**src/hw/tmon_pkg.sv**
```systemverilog
// shared constants and carrier types of the temperature monitor register bank
package tmon_pkg;
  // ==========================================================================
  // command byte codes of the register bank
  localparam logic [7:0] CMD_CFG1  = 8'h41;
  localparam logic [7:0] CMD_CFG2  = 8'h42;
  localparam logic [7:0] CMD_CFG3  = 8'h43;
  localparam logic [7:0] CMD_STAT1 = 8'h44;
  localparam logic [7:0] CMD_STAT2 = 8'h45;
  localparam logic [7:0] CMD_STAT3 = 8'h46;

  // ==========================================================================
  // reset values and field layout
  localparam logic [7:0] REG_POR_VAL    = 8'h00;
  localparam logic [7:0] UNMAPPED_VAL   = 8'h00;
  localparam int         CFG1_STBY_BIT  = 7;
  localparam int         CFG1_SRST_BIT  = 6;
  localparam int         CFG1_TODIS_BIT = 5;
  localparam int         CFG1_FAST_BIT  = 4;
  localparam int         CFG1_RCAN_BIT  = 3;
  // writable bits; reset bit is a strobe and never stored
  localparam logic [7:0] CFG1_WMASK     = 8'hB8;
  localparam logic [7:0] CFG2_WMASK     = 8'h4F;
  localparam logic [7:0] CFG3_WMASK     = 8'h09;
  localparam int         STAT1_LOC_BIT  = 6;
  localparam int         CRIT_CH1_BIT   = 0;
  localparam int         CRIT_CH4_BIT   = 3;
  localparam int         STAT3_FLT_LSB  = 1;
  localparam logic [7:0] STAT3_LATE_ONE = 8'h60;

  // ==========================================================================
  // counts and hysteresis
  localparam int         NUM_REMOTE     = 4;
  localparam int         NUM_CRIT       = 2;
  localparam logic [7:0] HYST_DEG       = 8'h04;

  // ==========================================================================
  // carriers
  typedef struct packed {
    logic [7:0] temp;
    logic [7:0] limit;
  } tmon_crit_meas_t;

  typedef struct packed {
    logic standby;
    logic timeout_en;
    logic fast_ch1;
    logic res_cancel;
  } tmon_ctrl_t;
endpackage : tmon_pkg

```
**src/hw/tmon_sync.sv**
```systemverilog
// two-stage synchroniser for asynchronous level inputs
`timescale 1ns/10ps
module tmon_sync
  import tmon_pkg::*;
#(
  parameter int WIDTH = 4
)(
  input  wire logic             clk_sys_i,
  input  wire logic             rst_i,
  input  wire logic [WIDTH-1:0] async_i,
  output logic      [WIDTH-1:0] sync_o
);
  typedef struct packed {
    logic [WIDTH-1:0] ff1;
    logic [WIDTH-1:0] ff2;
  } tmon_sync_state_t;

  tmon_sync_state_t state_reg;
  tmon_sync_state_t state_next;

  always_comb
  begin
    state_next     = state_reg;
    state_next.ff1 = async_i;
    state_next.ff2 = state_reg.ff1;
  end

  always_ff @(posedge clk_sys_i or posedge rst_i)
  begin
    if (rst_i)
    begin
      state_reg <= '0;
    end
    else
    begin
      state_reg <= state_next;
    end
  end

  assign sync_o = state_reg.ff2;
endmodule : tmon_sync

```
**src/hw/tmon_crit_hyst.sv**
```systemverilog
// critical-temperature latch of one channel with fixed hysteresis
`timescale 1ns/10ps
module tmon_crit_hyst
  import tmon_pkg::*;
(
  input  wire logic            clk_sys_i,
  input  wire logic            rst_i,
  input  wire logic            soft_rst_i,
  input  wire logic            conv_done_i,
  input  wire tmon_crit_meas_t meas_i,
  output logic                 over_o,
  output logic                 active_o
);
  typedef struct packed {
    logic active;
  } tmon_hyst_state_t;

  tmon_hyst_state_t state_reg;
  tmon_hyst_state_t state_next;
  logic             above;
  logic             below_hyst;

  // nine bits so temperature plus the hysteresis never wraps
  assign above      = meas_i.temp > meas_i.limit;
  assign below_hyst = ({1'b0, meas_i.temp} + {1'b0, HYST_DEG}) < {1'b0, meas_i.limit};
  assign over_o     = conv_done_i & above;

  always_comb
  begin
    state_next = state_reg;
    if (soft_rst_i)
    begin
      state_next.active = 1'b0;
    end
    else if (conv_done_i && above)
    begin
      state_next.active = 1'b1;
    end
    else if (conv_done_i && below_hyst)
    begin
      state_next.active = 1'b0;
    end
  end

  always_ff @(posedge clk_sys_i or posedge rst_i)
  begin
    if (rst_i)
    begin
      state_reg <= '0;
    end
    else
    begin
      state_reg <= state_next;
    end
  end

  assign active_o = state_reg.active;
endmodule : tmon_crit_hyst

```
**src/hw/tmon_regs.sv**
```systemverilog
// configuration and status register bank of the five-channel temperature monitor
`timescale 1ns/10ps

// Overview of operation
// - config 1 bit 7 set holds the device in standby, no conversions.
// - writing 1 to config 1 bit 6 resets all registers but status 3; bit self-clears.
// - config 1 bit 5 low enables bus timeout, high disables it.
// - config 1 bit 4 makes channel 1 convert more often.
// - config 1 bit 3 enables series-resistance cancellation on channel 1.
// - config 2 bit 6 keeps local exceedance off the warning output.
// - config 2 bits 3..0 mask warning output from remote channels 4..1.
// - config 3 bits 3 and 0 mask channels 4 and 1 from critical output.
// - status 1 bit 6 sets when local temperature exceeds its warning limit.
// - status 1 bits 3..0 set when remote channels 4..1 exceed warning limit.
// - status 2 bits 3 and 0 set when channels 4 and 1 exceed critical limit.
// - status 3 bits 4..1 show open or supply-tied diode on channels 4..1.
// - status 3 bits 6 and 5 read 0 just after power-on, then 1.
// - reading status 1 clears it; persisting conditions set again next conversion.
// - warning output follows unmasked status 1; read or alert response clears.
// - status 2 clears only on its read or a soft reset; that read keeps critical output.
// - critical output holds until temperature falls below limit minus 4 degrees.
module tmon_regs
  import tmon_pkg::*;
(
  input  wire logic                             clk_sys_i,
  input  wire logic                             rst_i,
  // command-byte register port
  input  wire logic [7:0]                       reg_addr_i,
  input  wire logic                             reg_wr_i,
  input  wire logic [7:0]                       reg_wdata_i,
  input  wire logic                             reg_rd_i,
  output logic      [7:0]                       reg_rdata_o,
  output logic                                  reg_rvalid_o,
  // alert response address cycle completed
  input  wire logic                             ara_ok_i,
  // conversion results, same clock domain
  input  wire logic                             conv_done_i,
  input  wire logic [NUM_REMOTE:0]              warn_exceed_i,
  input  wire tmon_crit_meas_t [NUM_CRIT-1:0]   crit_meas_i,
  // diode fault levels from the analog front end
  input  wire logic [NUM_REMOTE-1:0]            diode_fault_i,
  // control outputs
  output tmon_ctrl_t                            ctrl_o,
  output logic                                  soft_reset_o,
  // open-drain outputs, enable high while pulling low
  output logic                                  alert_out_o,
  output logic                                  alert_oe_o,
  output logic                                  critical_temp_out_o,
  output logic                                  critical_temp_oe_o
);
  // ==========================================================================
  // state
  typedef struct packed {
    logic [7:0] cfg1;
    logic [7:0] cfg2;
    logic [7:0] cfg3;
    logic [7:0] stat1;
    logic [7:0] stat2;
    logic       alert;
    logic       por_done;
    logic [7:0] rdata;
    logic       rvalid;
  } tmon_regs_state_t;

  tmon_regs_state_t              state_reg;
  tmon_regs_state_t              state_next;
  logic [NUM_REMOTE-1:0]         fault_sync;
  logic [NUM_CRIT-1:0]           crit_over;
  logic [NUM_CRIT-1:0]           crit_active;
  logic [7:0]                    stat1_set;
  logic [7:0]                    stat2_set;
  logic [7:0]                    stat3_val;
  logic [7:0]                    warn_mask;
  logic [7:0]                    crit_mask;
  logic                          wr_cfg1;
  logic                          soft_rst;
  logic                          crit_any;
  logic [NUM_REMOTE-1:0]         remote_set;
  logic [NUM_REMOTE-1:0]         remote_mask;

  // true when the address equals the given command code
  function automatic logic hit(input logic [7:0] addr, input logic [7:0] code);
    hit = (addr == code);
  endfunction : hit

  // register bit of critical latch idx; status 2 and config 3 share the layout
  function automatic logic [2:0] crit_pos(input int idx);
    if (idx == 0)
    begin
      crit_pos = 3'(CRIT_CH1_BIT);
    end
    else
    begin
      crit_pos = 3'(CRIT_CH4_BIT);
    end
  endfunction : crit_pos

  // ==========================================================================
  // synchronised fault inputs and critical latches
  tmon_sync #(
    .WIDTH (NUM_REMOTE)
  ) u_fault_sync (
    .clk_sys_i (clk_sys_i),
    .rst_i     (rst_i),
    .async_i   (diode_fault_i),
    .sync_o    (fault_sync)
  );

  genvar gi;
  generate
    for (gi = 0; gi < NUM_CRIT; gi++)
    begin : g_crit
      tmon_crit_hyst u_hyst (
        .clk_sys_i   (clk_sys_i),
        .rst_i       (rst_i),
        .soft_rst_i  (soft_rst),
        .conv_done_i (conv_done_i),
        .meas_i      (crit_meas_i[gi]),
        .over_o      (crit_over[gi]),
        .active_o    (crit_active[gi])
      );
    end
  endgenerate

  // ==========================================================================
  // remote channel slices; remote channel r owns bit r of status 1 and config 2
  genvar gr;
  generate
    for (gr = 0; gr < NUM_REMOTE; gr++)
    begin : g_remote
      // the flag records the channel whether or not its pin contribution is masked
      assign remote_set[gr]  = conv_done_i & warn_exceed_i[gr];
      assign remote_mask[gr] = state_reg.cfg2[gr];
    end
  endgenerate

  // ==========================================================================
  // event and mask mapping
  assign wr_cfg1  = reg_wr_i && hit(reg_addr_i, CMD_CFG1);
  assign soft_rst = wr_cfg1 && reg_wdata_i[CFG1_SRST_BIT];

  always_comb
  begin
    stat1_set                = 8'h00;
    stat2_set                = 8'h00;
    stat3_val                = 8'h00;
    warn_mask                = 8'h00;
    crit_mask                = 8'h00;
    // status flags record every channel, masked or not
    if (conv_done_i)
    begin
      stat1_set[STAT1_LOC_BIT]      = warn_exceed_i[NUM_REMOTE];
    end
    stat1_set[NUM_REMOTE-1:0]       = remote_set;
    for (int c = 0; c < NUM_CRIT; c++)
    begin
      stat2_set[crit_pos(c)]        = crit_over[c];
      crit_mask[crit_pos(c)]        = state_reg.cfg3[crit_pos(c)];
    end
    stat3_val[STAT3_FLT_LSB +: NUM_REMOTE] = fault_sync;
    if (state_reg.por_done)
    begin
      stat3_val = stat3_val | STAT3_LATE_ONE;
    end
    warn_mask[STAT1_LOC_BIT]        = state_reg.cfg2[STAT1_LOC_BIT];
    warn_mask[NUM_REMOTE-1:0]       = remote_mask;
  end

  // ==========================================================================
  // register bank
  always_comb
  begin
    state_next          = state_reg;
    // the first clocked edge after power-on closes the power-on window
    state_next.por_done = 1'b1;
    state_next.rvalid   = 1'b0;

    // ------------------------------------------------------------------------
    // read path; read-clear below, set terms are applied after it so they win
    if (reg_rd_i)
    begin
      state_next.rvalid = 1'b1;
      if (hit(reg_addr_i, CMD_CFG1))
      begin
        state_next.rdata = state_reg.cfg1;
      end
      else if (hit(reg_addr_i, CMD_CFG2))
      begin
        state_next.rdata = state_reg.cfg2;
      end
      else if (hit(reg_addr_i, CMD_CFG3))
      begin
        state_next.rdata = state_reg.cfg3;
      end
      else if (hit(reg_addr_i, CMD_STAT1))
      begin
        state_next.rdata = state_reg.stat1;
        state_next.stat1 = 8'h00;
        state_next.alert = 1'b0;
      end
      else if (hit(reg_addr_i, CMD_STAT2))
      begin
        // critical pin is held by the latches, not by this register
        state_next.rdata = state_reg.stat2;
        state_next.stat2 = 8'h00;
      end
      else if (hit(reg_addr_i, CMD_STAT3))
      begin
        state_next.rdata = stat3_val;
      end
      else
      begin
        state_next.rdata = UNMAPPED_VAL;
      end
    end

    // an alert response releases only the pin; the status flags stay for the host
    if (ara_ok_i)
    begin
      state_next.alert = 1'b0;
    end

    // ------------------------------------------------------------------------
    // writes; status registers are read-only and ignore writes
    if (reg_wr_i)
    begin
      if (hit(reg_addr_i, CMD_CFG1))
      begin
        state_next.cfg1 = reg_wdata_i & CFG1_WMASK;
      end
      else if (hit(reg_addr_i, CMD_CFG2))
      begin
        state_next.cfg2 = reg_wdata_i & CFG2_WMASK;
      end
      else if (hit(reg_addr_i, CMD_CFG3))
      begin
        state_next.cfg3 = reg_wdata_i & CFG3_WMASK;
      end
    end

    // ------------------------------------------------------------------------
    // sticky sets win over a same-cycle read or alert-response clear
    state_next.stat1 = state_next.stat1 | stat1_set;
    state_next.stat2 = state_next.stat2 | stat2_set;
    if ((stat1_set & ~warn_mask) != 8'h00)
    begin
      state_next.alert = 1'b1;
    end

    // ------------------------------------------------------------------------
    // soft reset returns every register but status 3 to its power-on value
    // the power-on flag is left alone so status 3 keeps its late ones
    if (soft_rst)
    begin
      state_next.cfg1  = REG_POR_VAL;
      state_next.cfg2  = REG_POR_VAL;
      state_next.cfg3  = REG_POR_VAL;
      state_next.stat1 = REG_POR_VAL;
      state_next.stat2 = REG_POR_VAL;
      state_next.alert = 1'b0;
    end
  end

  always_ff @(posedge clk_sys_i or posedge rst_i)
  begin
    if (rst_i)
    begin
      state_reg <= '0;
    end
    else
    begin
      state_reg <= state_next;
    end
  end

  // ==========================================================================
  // outputs
  always_comb
  begin
    crit_any = 1'b0;
    // any unmasked latch holds the pin; a status 2 read never reaches here
    for (int c = 0; c < NUM_CRIT; c++)
    begin
      if (crit_active[c] && !crit_mask[crit_pos(c)])
      begin
        crit_any = 1'b1;
      end
    end
  end

  assign ctrl_o.standby       = state_reg.cfg1[CFG1_STBY_BIT];
  assign ctrl_o.timeout_en    = ~state_reg.cfg1[CFG1_TODIS_BIT];
  assign ctrl_o.fast_ch1      = state_reg.cfg1[CFG1_FAST_BIT];
  assign ctrl_o.res_cancel    = state_reg.cfg1[CFG1_RCAN_BIT];
  assign soft_reset_o         = soft_rst;
  assign reg_rdata_o          = state_reg.rdata;
  assign reg_rvalid_o         = state_reg.rvalid;
  assign alert_out_o          = 1'b0;
  assign alert_oe_o           = state_reg.alert;
  assign critical_temp_out_o  = 1'b0;
  assign critical_temp_oe_o   = crit_any;
endmodule : tmon_regs

```
**config.mk**
```make
export PLATFORM = sky130hd
export DESIGN_NAME = tmon_regs
export DESIGN_NICKNAME = d
export VERILOG_FILES = /design/src/hw/tmon_pkg.sv /design/src/hw/tmon_sync.sv /design/src/hw/tmon_crit_hyst.sv /design/src/hw/tmon_regs.sv
export SDC_FILE = /design/constraint.sdc
export NUM_CORES = 1
export LEC_CHECK = 0
export BUFFER_PORTS_ARGS = -buffer_cell sky130_fd_sc_hd__buf_2
export CORE_MARGIN = 4
export CORE_UTILIZATION = 58
export CTS_BUF_LIST = sky130_fd_sc_hd__clkbuf_8
export DETAILED_ROUTE_END_ITERATION = 7
export GPL_TIMING_DRIVEN = 0
export PLACE_DENSITY_LB_ADDON = 0.12
export REMOVE_ABC_BUFFERS = 1
export SKIP_LAST_GASP = 1
export SLEW_MARGIN = 20
export SYNTH_ARGS = -nofsm -noshare
export SYNTH_HDL_FRONTEND = slang
export SYNTH_SLANG_ARGS = --single-unit
```
**constraint.sdc**
```tcl
create_clock -name clk_sys_i -period 2.7 [get_ports clk_sys_i]
set_clock_uncertainty 0.2 [all_clocks]
set_input_delay 0.27 -clock clk_sys_i [delete_from_list [all_inputs] [get_ports clk_sys_i]]
set_output_delay 0.27 -clock clk_sys_i [all_outputs]
set_load 0.005 [all_outputs]
```
==> flow_summary_export.csv <==
group,metric,value,unit
status,status,"complete, no violations",
synthesis,ys.flop_type,"dfrtp_1",
drt,drt_iter0_drc,145,
clock_network,numCtsBuffers,5,
setup_path,r2r_cells,4,
setup_path,cp_num_cells,5,
finish,multi_input_comb_area,1396,um2
die,ioPinCount,81,
clock_network,htree_levels,2,
setup_path,worstPathArrival,1910,ps
power,power_per_cell_area,440.8,nW/um2
setup_path,criticalPathCategory,"in -> out",
placed_design,portBuffers,78,
setup_path,max_stage_delay,570,ps
setup_path,worst-path-max-fanout,13,
die,core_region_area,4384,um2
synthesis,syn_inst,288,
setup_path,path_cells,"buf_2 -> or4b_4 -> nor4_4 -> and2_4 -> buf_2",
clock_network,path_clk_slew,80,ps
power,leakagePower,0.001628,uW
timing,tightestPinTransition,518.6,ps
drt,viasPerCell,5.398,
global_route,antenna_found_initial,0,
finish,fin_nets,455,
setup_path,critPathMostFrequentCell,"buf_2",
global_route,grtUsageTotal,21.45,%
timing,fmax,0.4208,GHz
global_route,grt_pass1_wl,9397,um
timing,hold_violations,0,
finish,register_area,975.9,um2
timing,postLayoutSetupSlackWorst,323.5,ps
clock_network,clock_latency,290,ps
die,start_util,60.45,%
finish,fillers,350,
clock_network,cts_sinks,39,
placed_design,pre_cts_ws,302.7,ps
synthesis,ys_seq_elements,39,
min_path,min_path_type,"in -> reg",
global_route,overflow,0,
synthesis,synth_async_sr_flop_share,100.0,%
finish,area_growth,20.16,%
setup_path,cp-start-kind,"input port",
synthesis,synth_seq_area_share,36.83,%
die,num_rows,24,
timing,fin_crit_sh,88.02,%
min_path,hold_path_depth,3,
timing,rsz0062_at_grt,"false",
drt,routedWlPerCell,13.75,um
drt,detailroute.via_count,2240,
drt,ant_nets,0,
setup_path,critical_path.slowest_cell,"or4b_4",
timing,period_needed,2377,ps
finish,drive_gt1_share,26.45,%
timing,relSlewSlack,65.17,%
finish,largest_register_ffs,12,
die,die_area,5715,um2
finish,diodes,0,
synthesis,synth.cell_area,2650,um2
placed_design,hpwl,4465,um
setup_path,end_kind,"primary output",
drt,route.detailed.drc,0,
global_route,grt_max_degree,32,
synthesis,yosys_warnings,0,
setup_path,crit_family,"simple AND/OR/NAND/NOR gates",
die,die_h,75.60,um
drt,dr.pass1.iters,4,
timing,drv_slew,0,
clock_network,cts_max_path_buffers,2,
clock_network,tritoncts,"done",
synthesis,syn_avg_cell_area,9.202,um2
flow_run,cap_violations,0,
synthesis,ys_types,45,
setup_path,crit_buf_inv,2,
drt,routed_wl,5705,um
timing,fin_setup_tns,0,ps
synthesis,synth_edf_count,0,
power,vdd_drop_max,0.3094,mV
die,fp.dieW,75.60,um
clock_network,cts_root_buf,"clkbuf_8",
placed_design,gp_congestion,0.8019,
setup_path,crit_required,2230,ps
global_route,grt_pass1_vias,2134,
timing,setup_viol,0,
==> metrics by stage <==
stage	instances	power (uW)	utilization [%]	hold slack (ps)	instance area, um2
global placement	399	909.6	68.01	131.6	2982
detailed placement	400	922.9	68.46	-3.158	3002
floorplan	269	798.2	-	101.4	2526
CTS	414	1410	72.40	1.575	3174
finish	415	1404	72.63	7.472	3184
global route	415	1479	72.63	12.73	3184
==> cells by family (layout without fill, tap and decap cells) <==
family,after synthesis,count (layout),share of synthesized area (%)
AOI/OAI and AO/OA,68,68,16.90
xor gates and xnor gates,8,8,2.644
and+or+nand+nor,75,75,16.53
buffers and inverters,61,135,10.62
DFF,39,39,36.83
adders and majority gates,30,30,14.16
muxes,5,5,2.030
other,2,3,0.2834
==> area by class of cell <==
type,count,share of cell area [%]
clock buffer,5,2.161
clock inverter,3,1.375
inverter,41,4.833
multi-input combinational,189,43.85
sequential,39,30.65
tap,52,2.043
timing repair buffer,86,15.09
==> layer usage <==
metal	wire length, um	vias up	track usage, %	part of all wire, %
li1	-	1146	-	-
met1	2656	1011	30.34	47
met2	2548	75	32.60	45
met3	417	8	4.749	7.3
met4	82	0	7.379	1.4
met5	0	-	0	0
==> power breakdown <==
group	total, uW	internal, uW	leakage, uW	switching, uW
sequential	632	614	0.000459	17.5
combinational	286	139	0.00111	147
clock	485	275	0.0000581	210
total	1400	1030	0.00163	375
==> layout by cell type, fill, tap and decap left out, drive strengths merged, types with 5 or more instances in the layout <==
cell	instances
a21oi	10
a22o	10
a22oi	5
buf	79
clkbuf	5
dfrtp	39
dlygate4sd3	7
ha	30
inv	41
nand2	11
nand2b	6
nand3	16
nand3b	7
nor2	12
nor2b	5
o21ai	22
==> what timing repair did <==
item / CTS / global route
hold endpoints to repair: 44 / 1
hold buffers: 6 / 1
resized for setup: 0 / 0
setup buffers: 0 / 0
==> tightest hold or removal path, delay by kind of cell <==
kind | cells | cell delay, ps
simple gates | 1 | 60
compound gates | 1 | 70
buf+inv | 1 | 80
==> cells in the mapped netlist, types with 6 or more instances <==
| cell type | count | share of area (%) |
|---|---|---|
| o21ai_0 | 22 | 4.2 |
| nand3b_1 | 7 | 2.0 |
| a21oi_1 | 10 | 1.9 |
| buf_4 | 14 | 4.0 |
| ha_1 | 30 | 14 |
| nor2_1 | 11 | 1.6 |
| inv_1 | 41 | 5.8 |
| nand2_1 | 11 | 1.6 |
| a22o_1 | 10 | 3.3 |
| nand2b_1 | 6 | 1.4 |
| dfrtp_1 | 39 | 37 |
| nand3_1 | 16 | 3.0 |
==> final timing paths <==
| kind | from | to | slack (ps) |
|---|---|---|---|
| worst max-delay path | reg_addr_i[5] | soft_reset_o | 320 |
| worst min-delay path | reg_wdata_i[7] | ctrl_o[3]$_DFFE_PP0P_ | 7 |
| worst max register to register | state_reg[30]$_DFFE_PP0P_ | reg_rdata_o[3]$_DFFE_PP0P_ | 1140 |
| worst min register to register | u_fault_sync.state_next[2]$_DFF_PP0_ | u_fault_sync.sync_o[2]$_DFF_PP0_ | 150 |
| max in group asynchronous | rst_i | state_reg[14]$_DFF_PP0_ | 1650 |
| min in group asynchronous | rst_i | alert_oe_o$_DFFE_PP0P_ | 230 |
Note: power is estimated with default switching activity, not from simulation.
